$ cat src/rtl/bcss_pkg.sv
package bcss_pkg;

  // Clock and timing
  localparam int CLK_HZ = 50_000_000;
  localparam int CLK_PER_US = CLK_HZ / 1_000_000;
  localparam int CLK_PER_MS = CLK_HZ / 1_000;
  localparam int START_DELAY_US = 1000;
  localparam int START_DELAY_CYC = START_DELAY_US * CLK_PER_US;
  localparam int EN_FALL_DEBOUNCE_MS = 2;
  localparam int EN_FALL_DEBOUNCE_CYC = EN_FALL_DEBOUNCE_MS * CLK_PER_MS;
  localparam int EN_LOW_DEBOUNCE_US = 10;
  localparam int EN_LOW_DEBOUNCE_CYC = EN_LOW_DEBOUNCE_US * CLK_PER_US;
  localparam int COMP_DELAY_US = 100;
  localparam int COMP_DELAY_CYC = COMP_DELAY_US * CLK_PER_US;
  localparam int GATE_OK_WINDOW_MS = 15;
  localparam int GATE_OK_WINDOW_CYC = GATE_OK_WINDOW_MS * CLK_PER_MS;
  localparam int CNT_W = 20;

  // Charge timer, counted in timer oscillator periods
  localparam int TMR_W = 22;
  localparam logic [TMR_W-1:0] ABS_TIMEOUT = 22'h1f_ffff;
  localparam logic [TMR_W-1:0] PRECHG_TIMEOUT = ABS_TIMEOUT >> 3;
  localparam logic [TMR_W-1:0] TMR_MAX = 22'h3f_ffff;

  // Register map
  localparam logic [31:0] REG_CTRL = 32'h0000_0000;
  localparam logic [31:0] REG_STATUS = 32'h0000_0004;
  localparam logic [31:0] REG_TIMER = 32'h0000_0008;
  localparam logic [31:0] CTRL_RESET = 32'h0000_0001;
  localparam int CTRL_CHARGE_EN_BIT = 0;
  localparam int STATUS_TIMER_EN_BIT = 4;
  localparam int STATUS_GATE_OK_BIT = 5;
  localparam int STATUS_CHG_PIN_BIT = 6;
  localparam int STATUS_FLT_PIN_BIT = 7;
  localparam logic [1:0] RESP_OKAY = 2'h0;
  localparam logic [1:0] RESP_SLVERR = 2'h2;

  localparam int SENSE_W = 14;

  typedef enum logic [12:0] {
    ST_OFF      = 13'h0001,
    ST_CHECK    = 13'h0002,
    ST_START    = 13'h0004,
    ST_PRECHG   = 13'h0008,
    ST_CC       = 13'h0010,
    ST_ABS      = 13'h0020,
    ST_FLOAT    = 13'h0040,
    ST_SUSP_PRE = 13'h0080,
    ST_SUSP_CC  = 13'h0100,
    ST_SUSP_ABS = 13'h0200,
    ST_SUSP_FLT = 13'h0400,
    ST_SHUTDOWN = 13'h0800,
    ST_FAULT    = 13'h1000
  } bcss_state_t;

  // Comparator and strap inputs, all active high
  typedef struct packed {
    logic power_good;
    logic hw_fault;
    logic deep_discharge_low;
    logic deep_discharge_high;
    logic fb_above_cv;
    logic taper_detect;
    logic temp_fault;
    logic en_below_falling;
    logic en_below_lower;
    logic headroom_low;
    logic gate_ok;
    logic reverse_detect;
    logic timer_osc;
    logic timer_strap_ref;
  } bcss_sense_t;

  typedef struct packed {
    logic switching_enable;
    logic precharge_current;
    logic gate_pullup;
    logic gate_pulldown;
    logic comp_pulldown;
  } bcss_drive_t;

endpackage

$ cat src/rtl/bcss_sync.sv
`timescale 1ns/100ps
`default_nettype none

module bcss_sync (
  input wire logic aclk,
  input wire logic aresetn,
  input wire bcss_pkg::bcss_sense_t din,
  output var bcss_pkg::bcss_sense_t dout
);
  import bcss_pkg::*;

  logic [SENSE_W-1:0] din_v;
  logic [SENSE_W-1:0] meta;
  logic [SENSE_W-1:0] stable;

  assign din_v = din;
  assign dout = stable;

  genvar i;
  generate
    for (i = 0; i < SENSE_W; i++) begin : g_bit
      always_ff @(posedge aclk) begin
        if (!aresetn) begin
          meta[i] <= 1'b0;
          stable[i] <= 1'b0;
        end else begin
          meta[i] <= din_v[i];
          stable[i] <= meta[i];
        end
      end
    end
  endgenerate

endmodule

`default_nettype wire

$ cat src/rtl/bcss_sequencer.sv
// Functional notes
// - After startup delay: precharge if deeply discharged
// - Precharge exits to CC, clearing timer
// - Precharge timer overrun latches fault
// - Timer off: precharge until discharge threshold
// - CC: timer idle, exit on CV threshold
// - Absorption: taper or timeout goes float
// - Absorption timeout fixed, precharge one eighth
// - Timer off: absorption ends only on taper
// - Float regulates forever, timer idle
// - Temp fault suspends precharge/absorption, timer frozen
// - Temp fault suspends CC/float, returns same
// - Suspend follows temperature with timer off
// - Enable falling: debounced shutdown, gate low
// - Headroom lockout: immediate shutdown
// - Shutdown stops switching; comp low later
// - Enable below lower threshold: short debounce
// - Gate not ok in window: fault
// - Reverse current pulls gate low fast
// - Recovery restarts from charger off
// - Timer strap selects enable or disable
// - Status flags encode charger state
// - Latched fault only cleared by power cycle
`timescale 1ns/100ps
`default_nettype none

module bcss_sequencer #(
  parameter int START_DELAY_CYCLES = bcss_pkg::START_DELAY_CYC,
  parameter int EN_FALL_DEBOUNCE_CYCLES = bcss_pkg::EN_FALL_DEBOUNCE_CYC,
  parameter int COMP_DELAY_CYCLES = bcss_pkg::COMP_DELAY_CYC,
  parameter int GATE_OK_WINDOW_CYCLES = bcss_pkg::GATE_OK_WINDOW_CYC
) (
  input wire logic aclk,
  input wire logic aresetn,
  input wire bcss_pkg::bcss_sense_t sense_raw,
  output var bcss_pkg::bcss_drive_t drive,
  input wire logic charging_status_flag_i,
  output logic charging_status_flag_o,
  output logic charging_status_flag_oe,
  input wire logic float_status_flag_i,
  output logic float_status_flag_o,
  output logic float_status_flag_oe,
  input wire logic [31:0] s_axi_awaddr,
  input wire logic s_axi_awvalid,
  output logic s_axi_awready,
  input wire logic [31:0] s_axi_wdata,
  input wire logic [3:0] s_axi_wstrb,
  input wire logic s_axi_wvalid,
  output logic s_axi_wready,
  output logic [1:0] s_axi_bresp,
  output logic s_axi_bvalid,
  input wire logic s_axi_bready,
  input wire logic [31:0] s_axi_araddr,
  input wire logic s_axi_arvalid,
  output logic s_axi_arready,
  output logic [31:0] s_axi_rdata,
  output logic [1:0] s_axi_rresp,
  output logic s_axi_rvalid,
  input wire logic s_axi_rready
);
  import bcss_pkg::*;

  localparam logic [CNT_W-1:0] START_LIM = CNT_W'(START_DELAY_CYCLES);
  localparam logic [CNT_W-1:0] EN_FALL_LIM = CNT_W'(EN_FALL_DEBOUNCE_CYCLES);
  localparam logic [CNT_W-1:0] EN_LOW_LIM = CNT_W'(EN_LOW_DEBOUNCE_CYC);
  localparam logic [CNT_W-1:0] COMP_LIM = CNT_W'(COMP_DELAY_CYCLES);
  localparam logic [CNT_W-1:0] GATE_LIM = CNT_W'(GATE_OK_WINDOW_CYCLES);

  bcss_sense_t sense;
  bcss_state_t state;
  bcss_state_t next_state;
  logic [CNT_W-1:0] start_cnt;
  logic [CNT_W-1:0] en_fall_cnt;
  logic [CNT_W-1:0] en_low_cnt;
  logic [CNT_W-1:0] comp_cnt;
  logic [CNT_W-1:0] gate_cnt;
  logic [TMR_W-1:0] timer_cnt;
  logic timer_en;
  logic timer_osc_d;
  logic timer_tick;
  logic gate_ok_seen;
  logic start_done;
  logic shutdown_req;
  logic gate_fault;
  logic next_gate_pullup;
  logic [31:0] ctrl;
  logic [31:0] aw_addr;
  logic [31:0] w_data;
  logic [3:0] w_strb;

  // Counts up while run is held, saturating at lim; drops to zero otherwise
  function automatic logic [CNT_W-1:0] sat_count(input logic run,
                                                 input logic [CNT_W-1:0] cnt,
                                                 input logic [CNT_W-1:0] lim);
    if (!run) begin
      return '0;
    end else if (cnt == lim) begin
      return cnt;
    end
    return cnt + 1'b1;
  endfunction

  // States in which the charger is powered up and supervising the input switch
  function automatic logic is_active(input bcss_state_t s);
    return (s == ST_CHECK) || (s == ST_START) || (s == ST_PRECHG) || (s == ST_CC) ||
           (s == ST_ABS) || (s == ST_FLOAT) || (s == ST_SUSP_PRE) ||
           (s == ST_SUSP_CC) || (s == ST_SUSP_ABS) || (s == ST_SUSP_FLT);
  endfunction

  function automatic logic is_charging(input bcss_state_t s);
    return (s == ST_PRECHG) || (s == ST_CC) || (s == ST_ABS) || (s == ST_FLOAT);
  endfunction

  function automatic logic [3:0] state_code(input bcss_state_t s);
    logic [3:0] code;
    code = 4'h0;
    case (s)
      ST_OFF: code = 4'h0;
      ST_CHECK: code = 4'h1;
      ST_START: code = 4'h2;
      ST_PRECHG: code = 4'h3;
      ST_CC: code = 4'h4;
      ST_ABS: code = 4'h5;
      ST_FLOAT: code = 4'h6;
      ST_SUSP_PRE: code = 4'h7;
      ST_SUSP_CC: code = 4'h8;
      ST_SUSP_ABS: code = 4'h9;
      ST_SUSP_FLT: code = 4'ha;
      ST_SHUTDOWN: code = 4'hb;
      ST_FAULT: code = 4'hc;
      default: code = 4'hf;
    endcase
    return code;
  endfunction

  bcss_sync u_sync (
    .aclk(aclk),
    .aresetn(aresetn),
    .din(sense_raw),
    .dout(sense)
  );

  // Debounce and delay counters
  always_ff @(posedge aclk) begin
    if (!aresetn) begin
      start_cnt <= '0;
      en_fall_cnt <= '0;
      en_low_cnt <= '0;
      comp_cnt <= '0;
      gate_cnt <= '0;
    end else begin
      start_cnt <= sat_count(state == ST_START, start_cnt, START_LIM);
      en_fall_cnt <= sat_count(sense.en_below_falling, en_fall_cnt, EN_FALL_LIM);
      en_low_cnt <= sat_count(sense.en_below_lower, en_low_cnt, EN_LOW_LIM);
      comp_cnt <= sat_count(state == ST_SHUTDOWN, comp_cnt, COMP_LIM);
      gate_cnt <= sat_count(drive.gate_pullup && !gate_ok_seen, gate_cnt, GATE_LIM);
    end
  end

  assign start_done = (start_cnt == START_LIM);
  assign shutdown_req = (en_fall_cnt == EN_FALL_LIM) || (en_low_cnt == EN_LOW_LIM) ||
                        sense.headroom_low;
  // Gate must reach ok within the window and stay ok while pulled up
  assign gate_fault = (gate_cnt == GATE_LIM) ||
                      (gate_ok_seen && drive.gate_pullup && !sense.gate_ok);

  always_ff @(posedge aclk) begin
    if (!aresetn) begin
      gate_ok_seen <= 1'b0;
    end else if (!drive.gate_pullup) begin
      gate_ok_seen <= 1'b0;
    end else if (sense.gate_ok) begin
      gate_ok_seen <= 1'b1;
    end
  end

  // Strap is caught while the power-up check runs
  always_ff @(posedge aclk) begin
    if (!aresetn) begin
      timer_en <= 1'b0;
    end else if (state == ST_CHECK) begin
      timer_en <= !sense.timer_strap_ref;
    end
  end

  always_ff @(posedge aclk) begin
    if (!aresetn) begin
      timer_osc_d <= 1'b0;
    end else begin
      timer_osc_d <= sense.timer_osc;
    end
  end

  assign timer_tick = sense.timer_osc && !timer_osc_d;

  // Charge timer: runs only in precharge and absorption, frozen in suspend
  always_ff @(posedge aclk) begin
    if (!aresetn) begin
      timer_cnt <= '0;
    end else if (state == ST_OFF || (state == ST_PRECHG && next_state == ST_CC) ||
                 (state == ST_ABS && next_state == ST_FLOAT)) begin
      timer_cnt <= '0;
    end else if (timer_en && timer_tick && timer_cnt != TMR_MAX &&
                 (state == ST_PRECHG || state == ST_ABS)) begin
      timer_cnt <= timer_cnt + 1'b1;
    end
  end

  always_comb begin
    next_state = state;
    case (state)
      ST_OFF: begin
        if (sense.power_good && ctrl[CTRL_CHARGE_EN_BIT] && !shutdown_req) begin
          next_state = ST_CHECK;
        end
      end
      ST_CHECK: begin
        next_state = sense.hw_fault ? ST_FAULT : ST_START;
      end
      ST_START: begin
        if (start_done) begin
          next_state = sense.deep_discharge_low ? ST_PRECHG : ST_CC;
        end
      end
      ST_PRECHG: begin
        if (sense.temp_fault) begin
          next_state = ST_SUSP_PRE;
        end else if (timer_en && timer_cnt > PRECHG_TIMEOUT) begin
          next_state = ST_FAULT;
        end else if (sense.deep_discharge_high) begin
          next_state = ST_CC;
        end
      end
      ST_CC: begin
        if (sense.temp_fault) begin
          next_state = ST_SUSP_CC;
        end else if (sense.fb_above_cv) begin
          next_state = ST_ABS;
        end
      end
      ST_ABS: begin
        if (sense.temp_fault) begin
          next_state = ST_SUSP_ABS;
        end else if (sense.taper_detect || (timer_en && timer_cnt > ABS_TIMEOUT)) begin
          next_state = ST_FLOAT;
        end
      end
      ST_FLOAT: begin
        if (sense.temp_fault) begin
          next_state = ST_SUSP_FLT;
        end
      end
      ST_SUSP_PRE: begin
        if (!sense.temp_fault) begin
          next_state = ST_PRECHG;
        end
      end
      ST_SUSP_CC: begin
        if (!sense.temp_fault) begin
          next_state = ST_CC;
        end
      end
      ST_SUSP_ABS: begin
        if (!sense.temp_fault) begin
          next_state = ST_ABS;
        end
      end
      ST_SUSP_FLT: begin
        if (!sense.temp_fault) begin
          next_state = ST_FLOAT;
        end
      end
      ST_SHUTDOWN: begin
        if (!shutdown_req) begin
          next_state = ST_OFF;
        end
      end
      ST_FAULT: begin
        next_state = ST_FAULT;
      end
      default: begin
        next_state = ST_OFF;
      end
    endcase
    // A latched fault outranks a shutdown arriving in the same cycle
    if (is_active(state) && next_state != ST_FAULT) begin
      if (gate_fault) begin
        next_state = ST_FAULT;
      end else if (shutdown_req) begin
        next_state = ST_SHUTDOWN;
      end
    end
  end

  always_ff @(posedge aclk) begin
    if (!aresetn) begin
      state <= ST_OFF;
    end else begin
      state <= next_state;
    end
  end

  // Pull-up needs headroom; reverse current drops it at once
  assign next_gate_pullup = is_active(next_state) && !sense.headroom_low &&
                            !sense.reverse_detect;

  always_ff @(posedge aclk) begin
    if (!aresetn) begin
      drive <= '0;
    end else begin
      drive.switching_enable <= is_charging(next_state);
      drive.precharge_current <= (next_state == ST_PRECHG);
      drive.gate_pullup <= next_gate_pullup;
      drive.gate_pulldown <= !next_gate_pullup;
      drive.comp_pulldown <= (state == ST_SHUTDOWN) && (comp_cnt == COMP_LIM);
    end
  end

  // Open-drain flags: enable high pulls the pin low
  always_ff @(posedge aclk) begin
    if (!aresetn) begin
      charging_status_flag_o <= 1'b0;
      charging_status_flag_oe <= 1'b0;
      float_status_flag_o <= 1'b0;
      float_status_flag_oe <= 1'b0;
    end else begin
      charging_status_flag_o <= 1'b0;
      float_status_flag_o <= 1'b0;
      charging_status_flag_oe <= is_charging(next_state);
      float_status_flag_oe <= (next_state == ST_FLOAT) || (next_state == ST_FAULT) ||
                              (next_state == ST_SUSP_PRE) || (next_state == ST_SUSP_CC) ||
                              (next_state == ST_SUSP_ABS) || (next_state == ST_SUSP_FLT);
    end
  end

  // AXI4-Lite write path: address and data taken in either order
  always_ff @(posedge aclk) begin
    if (!aresetn) begin
      s_axi_awready <= 1'b1;
      s_axi_wready <= 1'b1;
      s_axi_bvalid <= 1'b0;
      s_axi_bresp <= RESP_OKAY;
      aw_addr <= '0;
      w_data <= '0;
      w_strb <= '0;
    end else begin
      if (s_axi_awvalid && s_axi_awready) begin
        s_axi_awready <= 1'b0;
        aw_addr <= s_axi_awaddr;
      end
      if (s_axi_wvalid && s_axi_wready) begin
        s_axi_wready <= 1'b0;
        w_data <= s_axi_wdata;
        w_strb <= s_axi_wstrb;
      end
      if (!s_axi_awready && !s_axi_wready && !s_axi_bvalid) begin
        s_axi_bvalid <= 1'b1;
        if (aw_addr == REG_CTRL || aw_addr == REG_STATUS || aw_addr == REG_TIMER) begin
          s_axi_bresp <= RESP_OKAY;
        end else begin
          s_axi_bresp <= RESP_SLVERR;
        end
      end
      if (s_axi_bvalid && s_axi_bready) begin
        s_axi_bvalid <= 1'b0;
        s_axi_awready <= 1'b1;
        s_axi_wready <= 1'b1;
      end
    end
  end

  // Only the charge enable bit is writable; it steers power-up from off
  always_ff @(posedge aclk) begin
    if (!aresetn) begin
      ctrl <= CTRL_RESET;
    end else if (!s_axi_awready && !s_axi_wready && !s_axi_bvalid &&
                 aw_addr == REG_CTRL && w_strb[0]) begin
      ctrl[CTRL_CHARGE_EN_BIT] <= w_data[CTRL_CHARGE_EN_BIT];
    end
  end

  // AXI4-Lite read path
  always_ff @(posedge aclk) begin
    if (!aresetn) begin
      s_axi_arready <= 1'b1;
      s_axi_rvalid <= 1'b0;
      s_axi_rdata <= '0;
      s_axi_rresp <= RESP_OKAY;
    end else if (s_axi_arvalid && s_axi_arready) begin
      s_axi_arready <= 1'b0;
      s_axi_rvalid <= 1'b1;
      s_axi_rresp <= RESP_OKAY;
      if (s_axi_araddr == REG_CTRL) begin
        s_axi_rdata <= ctrl;
      end else if (s_axi_araddr == REG_STATUS) begin
        s_axi_rdata <= '0;
        s_axi_rdata[3:0] <= state_code(state);
        s_axi_rdata[STATUS_TIMER_EN_BIT] <= timer_en;
        s_axi_rdata[STATUS_GATE_OK_BIT] <= gate_ok_seen;
        s_axi_rdata[STATUS_CHG_PIN_BIT] <= charging_status_flag_i;
        s_axi_rdata[STATUS_FLT_PIN_BIT] <= float_status_flag_i;
      end else if (s_axi_araddr == REG_TIMER) begin
        s_axi_rdata <= {{(32 - TMR_W){1'b0}}, timer_cnt};
      end else begin
        s_axi_rdata <= '0;
        s_axi_rresp <= RESP_SLVERR;
      end
    end else if (s_axi_rvalid && s_axi_rready) begin
      s_axi_rvalid <= 1'b0;
      s_axi_arready <= 1'b1;
    end
  end

endmodule

`default_nettype wire

$ cat config.mk
export PLATFORM = sky130hd
export DESIGN_NAME = bcss_sequencer
export DESIGN_NICKNAME = d
export VERILOG_FILES = /design/src/rtl/bcss_pkg.sv /design/src/rtl/bcss_sync.sv /design/src/rtl/bcss_sequencer.sv
export SDC_FILE = /design/constraint.sdc
export NUM_CORES = 1
export LEC_CHECK = 0
export ABC_AREA = 1
export BUFFER_PORTS_ARGS = -buffer_cell sky130_fd_sc_hd__buf_4
export CORE_ASPECT_RATIO = 0.8
export CORE_MARGIN = 4
export CORE_UTILIZATION = 52
export CTS_BUF_LIST = sky130_fd_sc_hd__clkbuf_16
export DETAILED_ROUTE_END_ITERATION = 8
export PLACE_DENSITY = 0.82
export SLEW_MARGIN = 20
export SYNTH_ARGS = -nofsm -noshare
export SYNTH_HDL_FRONTEND = slang
export SYNTH_SLANG_ARGS = --single-unit
$ cat constraint.sdc
create_clock -name aclk -period 1.88 [get_ports aclk]
set_input_delay 0.282 -clock aclk [delete_from_list [all_inputs] [get_ports aclk]]
set_output_delay 0.282 -clock aclk [all_outputs]
set_load 0.1 [all_outputs]
==> metrics.txt <==
violated checks design-rule violations, negative setup slack; Total GRT Usage 29.5%; layout cell share with drive strength beyond 1 41.1%; Final period util 139%; status complete, but fails checks; worst hold slack 2.80 ps; FFs w/ async S/R, synth 0%; # diodes 0; PwrDens 649 mW/mm^2; Worst Hold Class in2reg; drt initial violations 2373; Cell variety after synth 56; Net count, final 2219; Rel. slew slack 60.7%; initial antenna violation count 0; Setup Viol. Count Final 99; die footprint 0.0239 sq mm; critical path cell sequence inv_1 -> nor4_1 -> nand2_1 -> nor2_4 -> nor2_4 -> a21oi_4 -> buf_4 -> nand3_1 -> nand3_2 -> nand3_2 -> nor2_4 -> nand3_2 -> nand2_1 -> nor2_1; CTS clock-pin slew for the worst setup and hold paths 70 ps; WL/cell 21.6 um; area delta synth->final 59.5%; Die Span Y 139 um; gr ovfl total 0; DP Area 0.0142 sq mm; largest net degree at the start of global routing 49; DR pass1 iterations 9; Required @ worst endpoint 2300 ps; wirelength, routed 51300 um; CTS H-tree lvls 1; worst-margin pin slew 586 ps; Max Clk Rate 382 MHz; post-route ant nets 0; placement row count 47; starting density of the core 53.4%; root buf cell clkbuf_16; number of fill cells 874; first-pass GRT wire length 59700 um; number of buffers created by CTS 24; Worst Setup End Kind flip-flop; cell family with most CP delay simple AND/OR/NAND/NOR gates; clock skew 29.9 ps; kind of critical path reg2reg; Post-DP HPWL 23200 um; I/O pin count 173; Via Count 14.8k; vias per cell 6.23; Final Power 11.5 mW; crit-path max cell delay 430 ps; clock buffer depth 3; Crit path buffers/inverters 2; FF/Latch Area 0.00478 sq mm; CTS tree built; post-synthesis register bit count 236; part of the Yosys area used for sequential elements 42.4%; number of port buffers 124; CTS sink cnt 236; DIE WIDTH 172 um; Yosys warnings 0; slowest stage cell, crit path nor4_1; DRC violations left 42; multi-input logic area 0.00674 sq mm; critical path fanouts, max 3; top_reg_cell synth dfxtp_1; Tmin final 2620 ps; CP arrival 3040 ps; Core ar. 0.0209 sq mm; Final Wtd Congestion 1.00; Synth Cell Area 0.0112 sq mm; Post-synth EDFFs 0; later-pin clock latency in the skew report 550 ps; Final Hold Fails 0; max cap viols 0; vias in the first global route 12.9k; Worst VDD drop 0.818 mV; RSZ-0062 raised after global routing true; syn avg cell area 7.04 sq um; Worst Slack Setup Final -737 ps; LEAKAGE 7.87 nW; Final Max Tran Viols 0; final instance area 0.0178 sq mm; Startpoint Class flip-flop; Syn Inst Count 1584
==> per-layer routing <==
layer  vias up  global-route usage (%)  part of all wire (%)
met3       559                    7.12                    13
met4         0                    12.8                   9.7
met1      6624                    35.9                    33
met5         -                       0                     0
li1       6150                       -                     -
met2      1428                    49.6                    44
==> timing repair <==
action	in CTS	in global routing
cloned	3	2
hold buffers	21	0
buffers inserted	68	67
endpoints found under the setup margin	89	105
pin swaps	40	107
gates resized for setup	202	271
endpoints found under the hold margin	22	0
==> cell usage after synthesis (2+ instances only) <==
| library cell | instances | area (sq um) |
|---|---|---|
| nor4_1 | 23 | 144 |
| o21ai_1 | 4 | 20.0 |
| buf_2 | 4 | 20.0 |
| nand2_2 | 7 | 43.8 |
| a31oi_1 | 3 | 18.8 |
| nor2_1 | 215 | 807 |
| buf_4 | 17 | 128 |
| o21a_1 | 12 | 90.1 |
| ha_1 | 11 | 138 |
| nand4_1 | 37 | 231 |
| xor2_1 | 9 | 78.8 |
| o21ai_0 | 98 | 490 |
| nand3_1 | 84 | 420 |
| o211ai_1 | 5 | 37.5 |
| dfxtp_1 | 236 | 4720 |
| nor3_2 | 7 | 70.1 |
| nand3_2 | 6 | 60.1 |
| inv_1 | 238 | 893 |
| nor3b_1 | 3 | 22.5 |
| xnor2_1 | 3 | 26.3 |
| o31ai_1 | 3 | 22.5 |
| nand2_1 | 264 | 991 |
| clkinv_1 | 3 | 11.3 |
| o22ai_1 | 3 | 18.8 |
| nor3_4 | 2 | 32.5 |
| buf_1 | 2 | 7.51 |
| o211a_1 | 2 | 20.0 |
| nand3b_2 | 2 | 22.5 |
| a21oi_2 | 2 | 17.5 |
| a211oi_1 | 5 | 37.5 |
| nor3_1 | 59 | 295 |
| nand2_4 | 3 | 33.8 |
| inv_2 | 4 | 15.0 |
| nor2_2 | 17 | 106 |
| nor2_4 | 5 | 56.3 |
| clkbuf_1 | 27 | 101 |
| a21oi_1 | 134 | 671 |
| nand3b_1 | 6 | 45.0 |
| o21ai_2 | 2 | 17.5 |
==> per-stage QoR <==
step | util [%] | instances | TNS (ps) | worst slack (ps)
after floorplan | - | 1597 | -79.7 | -44.1
after global placement | 68.0 | 2196 | -8560 | -342
after detailed placement | 68.0 | 2196 | -13150 | -389
after CTS | 78.9 | 2328 | -6100 | -224
after global routing | 85.2 | 2370 | -34210 | -854
final | 85.2 | 2370 | -29940 | -737
==> cell type report <==
type	instances	area share, %
clock buffers	24	3.38
repair buffers	511	23.6
inverters	245	5.24
multi-input cells	1067	37.9
flip-flops and latches	236	26.9
clock inverters	18	1.11
well taps	269	1.89
==> tightest hold or removal path, stage by stage <==
cell	delay (ps)
buf_4	70
o21ai_0	70
nor2_1	90
==> where the power goes <==
part           internal (mW)  switching (mW)  total, mW
clock                   2.88            2.23       5.11
combinational          0.455           0.808       1.26
sequential              5.10          0.0736       5.18
total                   8.44            3.11       11.5
==> path summary, 6_finish.rpt <==
kind | from | end | slack (ps) | cells past startpoint
max reg2reg | start_cnt[6] | drive[2] | -740 | 14
max | start_cnt[6] | drive[2] | -740 | 14
min | s_axi_awaddr[30] | aw_addr[30] | 3 | 3
min reg2reg | u_sync.meta[11] | u_sync.dout[11] | 430 | 2
==> cell families after synthesis <==
kind of cell | synth area share (%)
simple gates | 30.9
buf+inv | 10.5
compound gates | 14.0
flops | 42.4
xor+xnor | 0.943
fa+ha+maj | 1.23
other cells | 0.0336
==> state kept, by name (all words and copies together) (netlist names), 4 cells and up <==
| register | flops |
|---|---|
| aw_addr | 32 |
| s_axi_rdata | 22 |
| timer_cnt | 22 |
| comp_cnt | 20 |
| en_fall_cnt | 20 |
| en_low_cnt | 20 |
| gate_cnt | 20 |
| start_cnt | 20 |
| u_sync.dout | 14 |
| u_sync.meta | 14 |
| state | 13 |
| drive | 4 |
==> cell usage in the layout, fill, tap and decap left out, types with 12 or more instances in the layout <==
master	netlist	final
nor3_1	59	40
nand3_1	84	60
buf_4	17	426
buf_6	0	56
nor2_1	215	153
conb_1	1	14
nor3_2	7	17
a21oi_1	134	110
nand2_1	264	211
nand2_4	3	21
clkbuf_16	0	26
nand2_2	7	41
inv_1	238	215
nor2_2	17	32
inv_2	4	27
a21oi_2	2	25
dfxtp_2	0	24
o21ai_1	4	22
nor2_4	5	52
nor4_1	23	16
dlygate4sd3_1	0	21
nand3_2	6	19
dfxtp_1	236	206
nand3_4	1	13
o21a_1	12	12
nand4_1	37	37
o21ai_0	98	71
No activity file was read; power rests on OpenSTA's default activity.
